$ cat src/include/uabc_regs.vh
`ifndef UABC_REGS_VH
`define UABC_REGS_VH
// ----------------------------------------
// register byte addresses
// ----------------------------------------
`define UABC_CTRL_ADDR 12'h000
`define UABC_STAT_ADDR 12'h004
`define UABC_DIV_ADDR 12'h008
`define UABC_TXSUM_ADDR 12'h00C
`define UABC_RXSUM_ADDR 12'h010
// ----------------------------------------
// control fields
// ----------------------------------------
`define UABC_CTRL_AB_EN 0
`define UABC_CTRL_HS 1
`define UABC_CTRL_WAKE 2
`define UABC_CTRL_CSUM 3
`define UABC_CTRL_MODE_LO 4
`define UABC_CTRL_MODE_HI 5
// modes: 0 async 8-bit, 1 async 7/9-bit, 2 lin
`define UABC_MODE_ASYNC8 2'h0
`define UABC_MODE_OTHER 2'h1
`define UABC_MODE_LIN 2'h2
// status fields
`define UABC_STAT_DONE 0
`define UABC_STAT_IDLE 1
`define UABC_STAT_BUSY 2
// ----------------------------------------
// reset values and clock ratios
// ----------------------------------------
`define UABC_DIV_RESET 16'h0000
`define UABC_SUM_RESET 8'h00
`define UABC_BASE_DIV_HS 8'h04
`define UABC_BASE_DIV_LS 8'h10
`define UABC_DET_RATIO 8'h08
`define UABC_SYNC_FALLS 3'h5
`define UABC_SYNC_RISES 3'h5
`endif

$ cat src/uabc_top.v
`include "uabc_regs.vh"
`default_nettype none
module uabc_top #(
  parameter DIV_W = 16
) (
  input wire clock,
  input wire nrst,
  input wire psel,
  input wire penable,
  input wire pwrite,
  input wire [11:0] paddr,
  input wire [31:0] pwdata,
  output reg [31:0] prdata,
  output wire pready,
  output wire pslverr,
  input wire rx_pin,
  input wire lin_packet_start,
  input wire break_seen,
  input wire tx_byte_done,
  input wire [7:0] tx_byte,
  input wire rx_byte_done,
  input wire [7:0] rx_byte,
  input wire byte_is_pid,
  output reg [DIV_W-1:0] baud_divisor_pair,
  output wire uart_hold_idle,
  output wire receive_line_idle_status
);
  // ----------------------------------------
  // helpers
  // ----------------------------------------
  function [7:0] sum8;
    input [7:0] a;
    input [7:0] b;
    begin
      sum8 = a + b;
    end
  endfunction

  function addr_hit;
    input [11:0] a;
    input [11:0] match;
    begin
      addr_hit = (a == match);
    end
  endfunction

  // lin keeps the pid out unless checksum mode is set; other modes need the mode
  function byte_counts;
    input lin;
    input csum_mode;
    input pid;
    begin
      byte_counts = lin ? (csum_mode | ~pid) : csum_mode;
    end
  endfunction

  // ----------------------------------------
  // apb slave
  // ----------------------------------------
  wire wr_en;
  wire rd_sel;
  wire known;
  // zero wait states: every access completes in its first access cycle
  assign pready = 1'b1;
  assign wr_en = psel & penable & pwrite;
  assign rd_sel = psel & ~pwrite;
  assign known = addr_hit(paddr, `UABC_CTRL_ADDR) | addr_hit(paddr, `UABC_STAT_ADDR) |
    addr_hit(paddr, `UABC_DIV_ADDR) | addr_hit(paddr, `UABC_TXSUM_ADDR) |
    addr_hit(paddr, `UABC_RXSUM_ADDR);
  // unmapped addresses answer with an error, writes there are dropped
  assign pslverr = psel & penable & ~known;

  reg autobaud_enable_bit;
  reg baud_high_speed_select;
  reg wake_on_break_enable;
  reg checksum_mode_select;
  reg [1:0] mode_reg;
  reg autobaud_done_flag;
  reg [7:0] transmit_byte_sum;
  reg [7:0] receive_byte_sum;

  // ----------------------------------------
  // receive pin synchroniser
  // ----------------------------------------
  reg [2:0] rx_sync_reg;
  reg rx_level_reg;
  always @(posedge clock or negedge nrst) begin
    if (!nrst) begin
      rx_sync_reg <= 3'h7;
      rx_level_reg <= 1'b1;
    end else begin
      rx_sync_reg <= {rx_sync_reg[1:0], rx_pin};
      if (rx_sync_reg[1] == rx_sync_reg[2])
        rx_level_reg <= rx_sync_reg[2];
    end
  end
  wire rx_agree;
  wire rx_fall;
  wire rx_rise;
  // a change counts only once flops two and three agree, so a one-cycle glitch is lost
  assign rx_agree = (rx_sync_reg[1] == rx_sync_reg[2]);
  assign rx_fall = rx_level_reg & rx_agree & ~rx_sync_reg[2];
  assign rx_rise = ~rx_level_reg & rx_agree & rx_sync_reg[2];

  // ----------------------------------------
  // detection state machine
  // ----------------------------------------
  localparam [3:0] S_IDLE = 4'b0001;
  localparam [3:0] S_BREAK = 4'b0010;
  localparam [3:0] S_ARMED = 4'b0100;
  localparam [3:0] S_COUNT = 4'b1000;

  reg [3:0] state_reg;
  reg [3:0] state_next;
  reg [2:0] falls_reg;
  reg [2:0] rises_reg;
  reg [DIV_W-1:0] baud_generator;
  reg sync_active_reg;
  reg lin_armed_reg;

  wire is_lin;
  wire is_async8;
  wire start_req;
  assign is_lin = (mode_reg == `UABC_MODE_LIN);
  assign is_async8 = (mode_reg == `UABC_MODE_ASYNC8);
  // software enable only counts in 8-bit async; lin starts on its own
  assign start_req = (is_async8 & autobaud_enable_bit) | (is_lin & lin_armed_reg);

  // ----------------------------------------
  // baud measurement
  // ----------------------------------------
  wire det_tick;
  wire tick_run;
  wire [7:0] ratio;
  // detection clock = base clock / 8: fosc/32 or fosc/128
  assign ratio = baud_high_speed_select ? (`UABC_BASE_DIV_HS * `UABC_DET_RATIO) :
    (`UABC_BASE_DIV_LS * `UABC_DET_RATIO);
  // the divider starts on the first fall itself, so the first period is not cut short
  assign tick_run = (state_reg == S_COUNT) | ((state_reg == S_ARMED) & rx_fall);

  uabc_tick #(.W(8)) u_tick (
    .clock(clock),
    .nrst(nrst),
    .run(tick_run),
    .ratio(ratio),
    .tick(det_tick)
  );

  wire fifth_fall;
  assign fifth_fall = (state_reg == S_COUNT) & rx_fall &
    (falls_reg == `UABC_SYNC_FALLS - 3'h1);

  // armed waits for the first fall; a dropped request abandons the wait
  always @* begin
    state_next = state_reg;
    case (state_reg)
      S_IDLE: begin
        if (start_req)
          state_next = (wake_on_break_enable & ~is_lin) ? S_BREAK : S_ARMED;
      end
      S_BREAK: begin
        if (!start_req)
          state_next = S_IDLE;
        else if (break_seen)
          state_next = S_ARMED;
      end
      S_ARMED: begin
        if (!start_req)
          state_next = S_IDLE;
        else if (rx_fall)
          state_next = S_COUNT;
      end
      S_COUNT: begin
        if (fifth_fall)
          state_next = S_IDLE;
      end
      default: state_next = S_IDLE;
    endcase
  end

  always @(posedge clock or negedge nrst) begin
    if (!nrst) begin
      state_reg <= S_IDLE;
      falls_reg <= 3'h0;
      baud_generator <= {DIV_W{1'b0}};
      baud_divisor_pair <= `UABC_DIV_RESET;
      lin_armed_reg <= 1'b0;
    end else begin
      state_reg <= state_next;
      // leaving lin mode drops a packet start that never got its sync byte
      if (is_lin & lin_packet_start)
        lin_armed_reg <= 1'b1;
      else if (fifth_fall | ~is_lin)
        lin_armed_reg <= 1'b0;
      if (state_reg == S_ARMED && rx_fall) begin
        falls_reg <= 3'h1;
        baud_generator <= {DIV_W{1'b0}};
      end else if (state_reg == S_COUNT) begin
        if (rx_fall)
          falls_reg <= falls_reg + 3'h1;
        if (det_tick)
          baud_generator <= baud_generator + {{(DIV_W-1){1'b0}}, 1'b1};
      end
      // visible divisor only changes on a completed measurement or a write while idle; the tick that lands
      // on the fifth fall closes the last period, so it is added in here
      if (fifth_fall)
        baud_divisor_pair <= baud_generator + {{(DIV_W-1){1'b0}}, det_tick};
      else if (wr_en && addr_hit(paddr, `UABC_DIV_ADDR) && state_reg == S_IDLE)
        baud_divisor_pair <= pwdata[DIV_W-1:0];
    end
  end

  // sync-in-progress window: first fall to fifth rise
  always @(posedge clock or negedge nrst) begin
    if (!nrst) begin
      sync_active_reg <= 1'b0;
      rises_reg <= 3'h0;
    end else if (state_reg == S_ARMED && rx_fall) begin
      sync_active_reg <= 1'b1;
      rises_reg <= 3'h0;
    end else if (sync_active_reg && rx_rise) begin
      rises_reg <= rises_reg + 3'h1;
      if (rises_reg == `UABC_SYNC_RISES - 3'h1)
        sync_active_reg <= 1'b0;
    end
  end
  assign receive_line_idle_status = ~sync_active_reg;
  assign uart_hold_idle = (state_reg != S_IDLE) | sync_active_reg;

  // ----------------------------------------
  // control and checksum registers
  // ----------------------------------------
  wire ctrl_wr;
  wire stat_wr;
  wire tx_take;
  wire rx_take;
  assign ctrl_wr = wr_en & addr_hit(paddr, `UABC_CTRL_ADDR);
  assign stat_wr = wr_en & addr_hit(paddr, `UABC_STAT_ADDR);
  assign tx_take = tx_byte_done & byte_counts(is_lin, checksum_mode_select, byte_is_pid);
  assign rx_take = rx_byte_done & byte_counts(is_lin, checksum_mode_select, byte_is_pid);

  always @(posedge clock or negedge nrst) begin
    if (!nrst) begin
      autobaud_enable_bit <= 1'b0;
      baud_high_speed_select <= 1'b0;
      wake_on_break_enable <= 1'b0;
      checksum_mode_select <= 1'b0;
      mode_reg <= `UABC_MODE_ASYNC8;
      autobaud_done_flag <= 1'b0;
      transmit_byte_sum <= `UABC_SUM_RESET;
      receive_byte_sum <= `UABC_SUM_RESET;
    end else begin
      if (ctrl_wr) begin
        baud_high_speed_select <= pwdata[`UABC_CTRL_HS];
        wake_on_break_enable <= pwdata[`UABC_CTRL_WAKE];
        checksum_mode_select <= pwdata[`UABC_CTRL_CSUM];
        mode_reg <= pwdata[`UABC_CTRL_MODE_HI:`UABC_CTRL_MODE_LO];
      end
      // hardware clear on completion wins over a software write
      if (fifth_fall)
        autobaud_enable_bit <= 1'b0;
      else if (ctrl_wr)
        autobaud_enable_bit <= pwdata[`UABC_CTRL_AB_EN];
      // set beats clear; write one to clear
      if (fifth_fall)
        autobaud_done_flag <= 1'b1;
      else if (stat_wr && pwdata[`UABC_STAT_DONE])
        autobaud_done_flag <= 1'b0;
      if (wr_en && addr_hit(paddr, `UABC_TXSUM_ADDR))
        transmit_byte_sum <= pwdata[7:0];
      else if (tx_take)
        transmit_byte_sum <= sum8(transmit_byte_sum, tx_byte);
      if (wr_en && addr_hit(paddr, `UABC_RXSUM_ADDR))
        receive_byte_sum <= pwdata[7:0];
      else if (rx_take)
        receive_byte_sum <= sum8(receive_byte_sum, rx_byte);
    end
  end

  // ----------------------------------------
  // read data
  // ----------------------------------------
  always @(posedge clock or negedge nrst) begin
    if (!nrst) begin
      prdata <= 32'h00000000;
    end else if (rd_sel && !penable) begin
      prdata <= 32'h00000000;
      if (addr_hit(paddr, `UABC_CTRL_ADDR))
        prdata[5:0] <= {mode_reg, checksum_mode_select, wake_on_break_enable,
          baud_high_speed_select, autobaud_enable_bit};
      else if (addr_hit(paddr, `UABC_STAT_ADDR))
        prdata[2:0] <= {(state_reg != S_IDLE), receive_line_idle_status,
          autobaud_done_flag};
      else if (addr_hit(paddr, `UABC_DIV_ADDR))
        prdata[DIV_W-1:0] <= baud_divisor_pair;
      else if (addr_hit(paddr, `UABC_TXSUM_ADDR))
        prdata[7:0] <= transmit_byte_sum;
      else if (addr_hit(paddr, `UABC_RXSUM_ADDR))
        prdata[7:0] <= receive_byte_sum;
    end
  end
endmodule
`default_nettype wire

$ cat src/uabc_tick.v
`default_nettype none
// divides the system clock by a run-time ratio into a one-cycle tick
module uabc_tick #(
  parameter W = 8
) (
  input wire clock,
  input wire nrst,
  input wire run,
  input wire [W-1:0] ratio,
  output reg tick
);
  reg [W-1:0] cnt_reg;
  always @(posedge clock or negedge nrst) begin
    if (!nrst) begin
      cnt_reg <= {W{1'b0}};
      tick <= 1'b0;
    end else if (!run) begin
      cnt_reg <= {W{1'b0}};
      tick <= 1'b0;
    end else if (cnt_reg >= ratio - {{(W-1){1'b0}}, 1'b1}) begin
      cnt_reg <= {W{1'b0}};
      tick <= 1'b1;
    end else begin
      cnt_reg <= cnt_reg + {{(W-1){1'b0}}, 1'b1};
      tick <= 1'b0;
    end
  end
endmodule
`default_nettype wire

$ cat config.mk
export PLATFORM = sky130hd
export DESIGN_NAME = uabc_top
export DESIGN_NICKNAME = d
export VERILOG_FILES = /design/src/uabc_top.v /design/src/uabc_tick.v
export VERILOG_INCLUDE_DIRS = /design/src /design/src/include
export SDC_FILE = /design/constraint.sdc
export NUM_CORES = 1
export LEC_CHECK = 0
export ABC_AREA = 1
export BUFFER_PORTS_ARGS = -buffer_cell sky130_fd_sc_hd__buf_2
export CORE_AREA = 2 2 117 119
export CTS_BUF_LIST = sky130_fd_sc_hd__clkbuf_4
export CTS_CLUSTER_DIAMETER = 150
export CTS_CLUSTER_SIZE = 12
export DETAILED_ROUTE_END_ITERATION = 8
export DIE_AREA = 0 0 119 121
export HOLD_SLACK_MARGIN = 0.02
export PLACE_DENSITY = 0.68
export SYNTH_ARGS = -nofsm -noshare
export SYNTH_HDL_FRONTEND = slang
export SYNTH_SLANG_ARGS = --single-unit
$ cat constraint.sdc
create_clock -name clock -period 2.2 [get_ports clock]
set_clock_uncertainty 0.05 [all_clocks]
set_input_delay 0.22 -clock clock [delete_from_list [all_inputs] [get_ports clock]]
set_output_delay 0.22 -clock clock [all_outputs]
set_load 0.02 [all_outputs]
==> run metrics, run 1 <==
area leader, netlist=dfrtp_1; kind of critical path=register to output pin; Placed Instance Area=0.006994 sq mm; Mean Syn Cell Area=7.673 sq um; number of global-route vias before repair=5518; Die W=119 um; Routed WL=15960 um; CTS Buffer Depth=2; total gr overflow=0; die height=121 um; first-pass GRT wire length=26830 um; top flop regs=baud_divisor_pair x16, baud_generator x16, prdata x16; post-synthesis cell count=840; outcome=completed; combinational share of power=0.327; register area share after synthesis=0.3737; final non-filler cell total=1124; initial antenna violation count=0; via/cell ratio=5.149; sw power=1.853 mW; Slew Viols, Final=0; Setup crit end=uart_hold_idle; clock slew seen by the registers of the worst setup and hold paths=0.16 ns; Yosys cell types=57; largest net degree at the start of global routing=39; Setup Slack @ Placement=0.4168 ns; share of cells above drive strength 1=0.1973; # port buffers=89; R2R cell count=9; Worst Path Required=1.93 ns; peak supply drop=0.4706 mV; drt first pass iters=7; final instance area=0.007303 sq mm; actual slew at the worst max-slew pin=0.6680 ns; Synth area leaders=dfrtp_1 (35%), nand2_1 (12%), nand3_1 (8.5%); setup bufs post-CTS=0; CP startpoint kind=register; leakage power=3.793 nW; worst hold-check path type=primary input to register; Sink Count=96; Inst Count DP=1094; post-route ant nets=0; total number of vias=5788; worst path cell trace=nand4_2 -> inv_2 -> nand2_1 -> buf_2; post-CTS sizing=0; # diodes=0; reg2reg start=transmit_byte_sum[0]; # setup viols final=0; asr flop ratio synth=1.000; final hold vios=0; fin crit period=1.918 ns; cts hold-fix bufs=14; clock latency on the worst-skew pair=0.45 ns; CP Launch Point=state_reg[0]; DRT iter0 DRCs=299; worst setup margin=0.2824 ns; CTS tree=built; Critical Path AT=1.65 ns; critical-path cell with the highest stage delay=dfstp_2; Rel. slew slack=0.5542; Synth Flop Type=dfrtp_1; met1 usage=0.3121; I/O pin total=123; PD cells=680.2 mW/mm^2; GR Util met3=0.03900; Worst Setup End Kind=output pin; fmax=521.5 MHz; CP max stage delay=0.61 ns; critical-path maximum fanout=6; Die ar.=0.01440 sq mm; Num CTS Buffers=9; worst reg-to-reg setup slack=0.40 ns; Initial Util=0.4925; fin crit share=0.8716; DRC Markers=0; FP Rows=42; Int Pwr=3.114 mW; RSZ-0062 raised after global routing=false; sequential power share=0.444; WL/cell=14.20 um; Max Cap Viol=0; post-route setup TNS=0 ns; Synth Register Bits=96; Sw Ratio=0.3731; root buffer cell=clkbuf_4; GPL Wtd Cong=0.8990; reg2reg end=transmit_byte_sum[4]; Clock Power Share=0.229; GR Util All Layers=0.2341; YS warnings=0; Layout area overhead=13.32%; DP Wirelength=12230 um; number of synthesized flops with an enable pin=0; htree depth=3; Cell Area, Synth=0.006445 sq mm; proportion of netlist area held by the largest area contributor=0.3533; busiest grt layer=met2; Final #Nets=1040; Core Box Area=0.01309 sq mm; met2 usage=0.3869
==> how the worst min path moves through the flow <==
| stage | start | to | slack, ns | cells after the start |
|---|---|---|---|---|
| after floorplan | nrst | autobaud_done_flag | -0.13 | 0 |
| after global placement | nrst | baud_generator[12] | 0.06 | 1 |
| after detailed placement | nrst | baud_generator[12] | 0.07 | 1 |
| after CTS | pwdata[7] | receive_byte_sum[7] | 0.02 | 3 |
| after global routing | pwrite | prdata[6] | 0.03 | 4 |
| final | pwrite | prdata[0] | 0.04 | 4 |
==> synthesized netlist by cell type (3+ instances only) <==
library cell	instances
xnor2_1	7
nand2_1	203
dfstp_2	5
o31ai_1	3
nor2_4	10
o21ai_2	5
inv_1	97
inv_2	10
buf_2	6
buf_4	19
dfrtp_1	91
nand3_1	109
or2_1	6
nand3_4	3
nor2_2	15
nand2_4	6
xor2_1	19
nor2_1	55
a21oi_1	22
ha_1	24
nor3_1	5
nand2_2	6
nand4_1	22
o21ai_0	34
buf_6	4
o21ai_1	11
==> per-stage QoR <==
stage / hold slack, ns / power, mW / utilization
floorplan: -0.1256 / 3.433 / -
global placement: 0.06214 / 3.829 / 0.5345
detailed placement: 0.06519 / 3.841 / 0.5345
CTS: 0.02144 / 5.001 / 0.5581
global route: 0.03035 / 5.343 / 0.5581
finish: 0.04141 / 4.968 / 0.5581
==> layer usage <==
layer / up-vias / share of wire
li1: 2918 / -
met1: 2687 / 0.46
met2: 154 / 0.47
met3: 29 / 0.050
met4: 0 / 0.020
met5: - / 0
==> cells by family after synthesis <==
group / share of synthesized area
AND/OR/NAND/NOR: 0.3500
buffers and inverters: 0.09824
flip-flops: 0.3737
AO/OA/AOI/OAI: 0.08872
XOR/XNOR: 0.03533
other: 0.001165
adder cells (fa/ha/maj): 0.05281
==> power groups by stage <==
stage          combinational, mW  sequential (mW)  clock, mW
6_report                    1.62             2.21       1.14
2_1_floorplan               1.26             2.17          0
4_1_cts                     1.63             2.20       1.16
5_1_grt                     1.88             2.24       1.23
3_3_place_gp                1.60             2.23          0
3_5_place_dp                1.60             2.24          0
==> cell type report <==
type	count	area, sq um
repair buffers	108	638.1
inverters	108	407.9
fillers	1234	5782
flip-flops and latches	96	2409
multi-input cells	620	3460
clock inverters	7	101.3
well taps	176	220.2
clock buffers	9	67.56
==> critical path: cells and delay by family (launching register included) <==
| kind | cells | cell delay [ns] |
|---|---|---|
| buffers and inverters | 2 | 0.32 |
| flip-flops | 1 | 0.61 |
| AND/OR/NAND/NOR | 2 | 0.26 |
==> layout by cell type, fill, tap and decap left out, types with 3 or more instances in the layout <==
cell type      Yosys  routed
nand2_1          203     203
nand3_1          109     109
inv_1             97      97
dfrtp_1           91      91
buf_2              6      88
nor2_1            55      55
o21ai_0           34      34
ha_1              24      24
a21oi_1           22      22
nand4_1           22      22
xor2_1            19      19
conb_1             2      17
nor2_2            15      15
dlygate4sd3_1      0      14
o21ai_1           11      11
inv_2             10      10
nor2_4            10      10
clkbuf_4           0       9
xnor2_1            7       7
or2_1              6       6
nand2_2            6       6
nand2_4            6       6
o21ai_2            5       5
nor3_1             5       5
buf_4             19       5
dfstp_2            5       5
o31ai_1            3       3
nand3_4            3       3
(Power assumes the default switching activity.)
==> run 2: changes to the inputs <==
--- a/config.mk
+++ b/config.mk
@@ -8,14 +8,14 @@
 export LEC_CHECK = 0
 export ABC_AREA = 1
 export BUFFER_PORTS_ARGS = -buffer_cell sky130_fd_sc_hd__buf_2
-export CORE_AREA = 2 2 117 119
+export CORE_AREA = 2 2 147 106
 export CTS_BUF_LIST = sky130_fd_sc_hd__clkbuf_4
 export CTS_CLUSTER_DIAMETER = 150
 export CTS_CLUSTER_SIZE = 12
 export DETAILED_ROUTE_END_ITERATION = 8
-export DIE_AREA = 0 0 119 121
+export DIE_AREA = 0 0 149 108
 export HOLD_SLACK_MARGIN = 0.02
-export PLACE_DENSITY = 0.68
+export PLACE_DENSITY = 0.62
 export SYNTH_ARGS = -nofsm -noshare
 export SYNTH_HDL_FRONTEND = slang
 export SYNTH_SLANG_ARGS = --single-unit
==> run 2 against run 1 <==
  * Clock-buffer cell count did not move
  * Critical path type unchanged
  * Combinational power rose by 2%
  * Flip-flop and latch count did not move
  * Register-to-register slack got worse by 0.03 ns
  * Die area rose by 12%
  * Routed wire length rose by 5.2%
  * Maximum frequency fell by 1.1%
  * Hold slack got worse by 0.0029 ns
==> run metrics, run 2 (synthesis gave the netlist of run 1 again) <==
Filler cells=1465 (+19%); first-pass GRT wire length=27540 um (+2.6%); via/cell ratio=5.051 (-1.9%); DP Wirelength=13110 um (+7.1%); clock latency on the worst-skew pair=0.46 ns (about the same); worst min-delay path startpoint=pwdata[15]; # setup viols final=0 (unchanged); DRC Markers=0 (unchanged); CP max stage delay=0.60 ns (about the same); share of cells above drive strength 1=0.2013 (+0.004007); I/O pin total=123 (unchanged); CTS tree=built; Rel. slew slack=0.6522 (+0.09804); commonest non-fill, non-tap cell in the layout=nand2_1; largest net degree at the start of global routing=39 (unchanged); Die ar.=0.01609 sq mm (+12%); Met3 Wirelength=1279 um (+59%); peak supply drop=0.3451 mV (-27%); final hold vios=0 (unchanged); setup bufs post-CTS=0 (unchanged); Core Box Area=0.01454 sq mm (+11%); top flop regs=baud_divisor_pair x16, baud_generator x16, prdata x16; # port buffers=89 (unchanged); Inst Count DP=1117 (+2.1%); met2 wire len=6532 um (-13%); die height=108 um (-11%); actual slew at the worst max-slew pin=0.5217 ns (-0.1463 ns); kind of critical path=register to output pin; post-CTS sizing=0 (unchanged); top layer in use=met4; Metal-1 WL=8857 um (+21%); GR Util All Layers=0.2193 (-0.01480); Critical Path AT=1.67 ns (+0.02 ns); PD cells=658.2 mW/mm^2 (-3.2%); total gr overflow=0 (unchanged); Initial Util=0.4434 (-0.04918); buffers plus inverters on the worst setup path=2 (unchanged); total number of vias=5778 (-0.17%); CP Launch Point=state_reg[0]; critical-path cell with the highest stage delay=dfstp_2; Die W=149 um (+25%); Final #Nets=1041 (+0.096%); CTS Buffer Depth=2 (unchanged); fin crit period=1.939 ns (+0.02178 ns); Worst Setup End Kind=output pin; Max Cap Viol=0 (unchanged); root buffer cell=clkbuf_4; clock slew seen by the registers of the worst setup and hold paths=0.17 ns (about the same); CP top delay family=flip-flops; DRT iter0 DRCs=443 (+48%); worst path cell trace=nand4_2 -> inv_2 -> nand2_1 -> buf_2; # diodes=0 (unchanged); fmax=515.6 MHz (-1.1%); Layout area overhead=12.97%; drt first pass iters=5 (-2); reg2reg start=receive_byte_sum[0]; post-route ant nets=0 (unchanged); Worst Path Required=1.93 ns (about the same); RSZ-0062 raised after global routing=false; Routed WL=16790 um (+5.2%); Sink Count=96 (unchanged); FP Rows=37 (-12%); post-route setup TNS=0 ns (unchanged); final non-filler cell total=1144 (+1.8%); htree depth=3 (unchanged); initial antenna violation count=0 (unchanged); WL/cell=14.67 um (+3.3%); Num CTS Buffers=9 (unchanged); number of global-route vias before repair=5310 (-3.8%); CP startpoint kind=register; commonest cells after routing, fill and taps aside=nand2_1 (203), nand3_1 (109), inv_1 (97); fin crit share=0.8815 (+0.009900); Slew Viols, Final=0 (unchanged); critical-path maximum fanout=6 (unchanged); GPL Wtd Cong=0.9073 (+0.92%); leakage power=3.773 nW (-0.54%); outcome=completed; worst hold-check path type=primary input to register
[run 2: cell count changes in the layout (fill, tap and decap cells not counted), moves of 2 or more]
cell and delta:
buf_4 +4, dlygate4sd3_1 -3, bufinv_16 -2, clkinvlp_4 +2, inv_6 -2
[run 2: worst reg2reg max path, stage by stage (launching register included)]
cell and delay, ns:
dfrtp_1 0.42, ha_1 0.24, inv_1 0.07, fa_1 0.43, inv_1 0.08, nand4_1 0.11
nand3_1 0.11, xor2_1 0.15, nand2_1 0.07, nand3_1 0.07
[run 2: per-stage QoR]
step / area [sq um] / power [mW] / utilization / setup slack, ns / hold WS (ns)
finish: 7281 / 4.792 / 0.5009 / 0.2607 / 0.03850
global placement: 7048 / 3.872 / 0.4849 / 0.4247 / 0.1860
floorplan: 6501 / 3.433 / - / 0.6411 / -0.1256
global route: 7281 / 5.165 / 0.5009 / 0.1219 / 0.02471
detailed placement: 7048 / 3.886 / 0.4849 / 0.4261 / 0.1821
CTS: 7261 / 4.814 / 0.4995 / 0.2474 / 0.02280
[run 2: what timing repair did]
action | CTS | global route
setup endpoints to repair | 0 | 0
hold buffers | 9 | 2
endpoints found under the hold margin | 45 | 3
[run 2: layer usage]
metal / vias up / track usage
li1: 2918 / -
met1: 2645 / 0.3626
met2: 201 / 0.2982
met3: 14 / 0.03840
met4: 0 / 0.03129
met5: - / 0
[run 2: path summary, 6_finish.rpt]
check | endpoint | slack (ns) | cells past startpoint
worst max-delay path | uart_hold_idle | 0.26 | 4
worst min-delay path | baud_divisor_pair[15] | 0.04 | 5
worst max register to register | receive_byte_sum[6] | 0.37 | 9
worst min register to register | rx_sync_reg[1] | 0.32 | 0
max in group asynchronous | rx_sync_reg[2] | 1.21 | 3
min in group asynchronous | transmit_byte_sum[5] | 0.19 | 2
[run 2: report_power, final]
part / total (mW) / switching, mW / internal [mW] / leakage (nW)
sequential: 2.22 / 0.231 / 1.99 / 1.22
clock: 0.905 / 0.661 / 0.244 / 0.0634
combinational: 1.66 / 1.02 / 0.648 / 2.49
[run 2: area by class of cell]
type,instances,area [sq um],area share
clock buffer,9,67.56,0.009280
clock inverter,7,55.05,0.007561
inverter,108,407.9,0.05602
multi-input combinational,620,3460,0.4752
sequential,96,2409,0.3308
tap,195,244.0,0.03351
timing repair buffer,109,638.1,0.08764
==> run 3: changes to the inputs <==
--- a/config.mk
+++ b/config.mk
@@ -15,6 +15,7 @@
 export DETAILED_ROUTE_END_ITERATION = 8
 export DIE_AREA = 0 0 149 108
 export HOLD_SLACK_MARGIN = 0.02
+export MAX_ROUTING_LAYER = met4
 export PLACE_DENSITY = 0.62
 export SYNTH_ARGS = -nofsm -noshare
 export SYNTH_HDL_FRONTEND = slang
==> constraint.sdc (replaced) <==
create_clock -name clock -period 2.2 [get_ports clock]
set_clock_uncertainty 0.05 [all_clocks]
set_input_delay 0.44 -clock clock [delete_from_list [all_inputs] [get_ports clock]]
set_output_delay 0.44 -clock clock [all_outputs]
set_load 0.02 [all_outputs]
==> run 3 against run 2 <==
  * Global-route usage about the same
  * Clock power up 24%
  * Maximum frequency down 7.2%
  * Sequential share of layout area up 0.051 points
  * Clock-buffer cell count up 1
  * Design area down 0.15%
  * Worst setup slack worse by 0.15 ns
  * Largest cell class unchanged
  * Highest routed layer unchanged
==> run metrics, run 3 (synthesis gave the netlist of run 1 again) <==
outcome=completed; CTS tree=built; RSZ-0062 raised after global routing=false; total number of vias=5741 (-0.64%); Slew Viols, Final=0 (unchanged); reg2reg start=receive_byte_sum[0]; # setup viols final=0 (unchanged); I/O pin total=123 (unchanged); commonest non-fill, non-tap cell in the layout=nand2_1; Final #Nets=1033 (-0.77%); Layout Utilization=0.5001 (-0.0007750); Routed WL=16560 um (-1.4%); kind of critical path=register to output pin; largest net degree at the start of global routing=29 (-26%); die height=108 um (unchanged); via/cell ratio=5.049 (about the same); GR Util All Layers=0.2198 (+0.0004696); post-route setup TNS=0 ns (unchanged); setup bufs post-CTS=0 (unchanged); DP Wirelength=13150 um (+0.35%); critical-path maximum fanout=6 (unchanged); root buffer cell=clkbuf_4; CTS Buffer Depth=2 (unchanged); peak supply drop=0.5469 mV (+58%); htree depth=3 (unchanged); fin crit period=2.090 ns (+0.1505 ns); worst hold-check path type=primary input to register; initial antenna violation count=0 (unchanged); clock slew seen by the registers of the worst setup and hold paths=0.16 ns (about the same); Initial Util=0.4434 (unchanged); Layout area overhead=12.79%; post-route ant nets=0 (unchanged); met2 usage=0.2781 (-0.02008); Num CTS Buffers=9 (unchanged); CP startpoint kind=register; FP Rows=37 (unchanged); R2R cell count=9 (unchanged); top flop regs=baud_divisor_pair x16, baud_generator x16, prdata x16; met1 usage=0.3501 (-0.01243); Sink Count=96 (unchanged); Worst Setup End Kind=output pin; hold path cells=3 (-2); fmax=478.5 MHz (-7.2%); clock latency on the worst-skew pair=0.47 ns (about the same); first-pass GRT wire length=26940 um (-2.2%); fin crit share=0.9499 (+0.06839); # port buffers=89 (unchanged); hold endpoint=lin_armed_reg; drt first pass iters=5 (unchanged); Filler cells=1488 (+1.6%); Die ar.=0.01609 sq mm (unchanged); final hold vios=0 (unchanged); Core Box Area=0.01454 sq mm (unchanged); Die W=149 um (unchanged); DRC Markers=0 (unchanged); DRT iter0 DRCs=403 (-9.0%); Critical Path AT=1.60 ns (-0.07 ns); PD cells=691.7 mW/mm^2 (+5.1%); Worst Path Required=1.71 ns (-0.22 ns); WL/cell=14.56 um (-0.76%); Hold WS=0.1306 ns (+0.09213 ns); worst reg-to-reg setup slack=0.31 ns (-0.06 ns); reg2reg end=receive_byte_sum[6]; Max Cap Viol=0 (unchanged); number of global-route vias before repair=5035 (-5.2%); busiest grt layer=met1; commonest cells after routing, fill and taps aside=nand2_1 (203), nand3_1 (109), inv_1 (96); worst min-delay path startpoint=lin_packet_start; GPL Wtd Cong=0.9353 (+3.1%); GR Util met3=0.05612 (+0.01772); share of cells above drive strength 1=0.2062 (+0.004899); total gr overflow=0 (unchanged); leakage power=3.761 nW (-0.31%)
==> run 3: cell types whose count changed in the layout (fill, tap and decap cells not counted) <==
cell | before | now
inv_1 | 97 | 96
clkbuf_4 | 9 | 10
inv_6 | 0 | 2
nand4_2 | 1 | 0
nand4_4 | 1 | 2
dlygate4sd3_1 | 11 | 2
inv_8 | 2 | 0
diode_2 | 0 | 1
clkinv_1 | 1 | 0
inv_4 | 1 | 2
clkinv_2 | 1 | 0
bufinv_16 | 0 | 2
buf_12 | 1 | 2
clkinv_4 | 1 | 0
==> run 3: worst max path at each step <==
stage                 startpoint             endpoint  slack, ns  cells past startpoint
floorplan             rx_byte[0]  receive_byte_sum[6]       0.56                      9
global placement        paddr[9]              pslverr       0.27                      8
detailed placement      paddr[9]              pslverr       0.27                      8
CTS                 state_reg[0]       uart_hold_idle      0.003                      4
global route        state_reg[0]       uart_hold_idle       0.02                      4
finish              state_reg[0]       uart_hold_idle       0.11                      4
==> run 3: metrics by stage <==
stage	total power [mW]	worst slack, ns	instance area, sq um	std cells
3_3_place_gp	3.881	0.2708	7068	1118
4_1_cts	5.019	0.002747	7256	1136
3_5_place_dp	3.892	0.2726	7068	1118
6_report	5.028	0.1102	7269	1137
2_1_floorplan	3.433	0.5577	6501	855
5_1_grt	5.384	0.01666	7267	1136
==> run 3: final cells by class <==
type	count	area, sq um	area share
timing repair buffer	101	568.0	0.07814
clock buffer	10	75.07	0.01033
sequential	96	2409	0.3313
clock inverter	6	92.59	0.01274
antenna	1	2.502	0.0003442
multi-input combinational	620	3468	0.4771
inverter	108	410.4	0.05645
tap	195	244.0	0.03356
==> run 3: layer usage <==
metal | wire length [um] | vias to the layer above | part of all wire
li1 | - | 2905 | -
met1 | 8864 | 2641 | 0.54
met2 | 6253 | 188 | 0.38
met3 | 1347 | 7 | 0.081
met4 | 89 | 0 | 0.0054
met5 | 0 | - | 0
==> run 3: power by group <==
part           switching [mW]  internal (mW)
Combinational            1.03          0.651
Clock                   0.642          0.482
Sequential              0.237           1.99
Total                    1.90           3.12
==> run 3: critical path, stage by stage (launching register included) <==
cell and delay (ns):
dfstp_2 0.62, nand4_4 0.17, inv_4 0.13, nand2_1 0.06
buf_2 0.15
==> run 3: timing repair <==
item,in CTS,in global routing
resized for setup,0,3
hold endpoints to repair,25,0
endpoints found under the setup margin,0,1
hold buffers,2,0
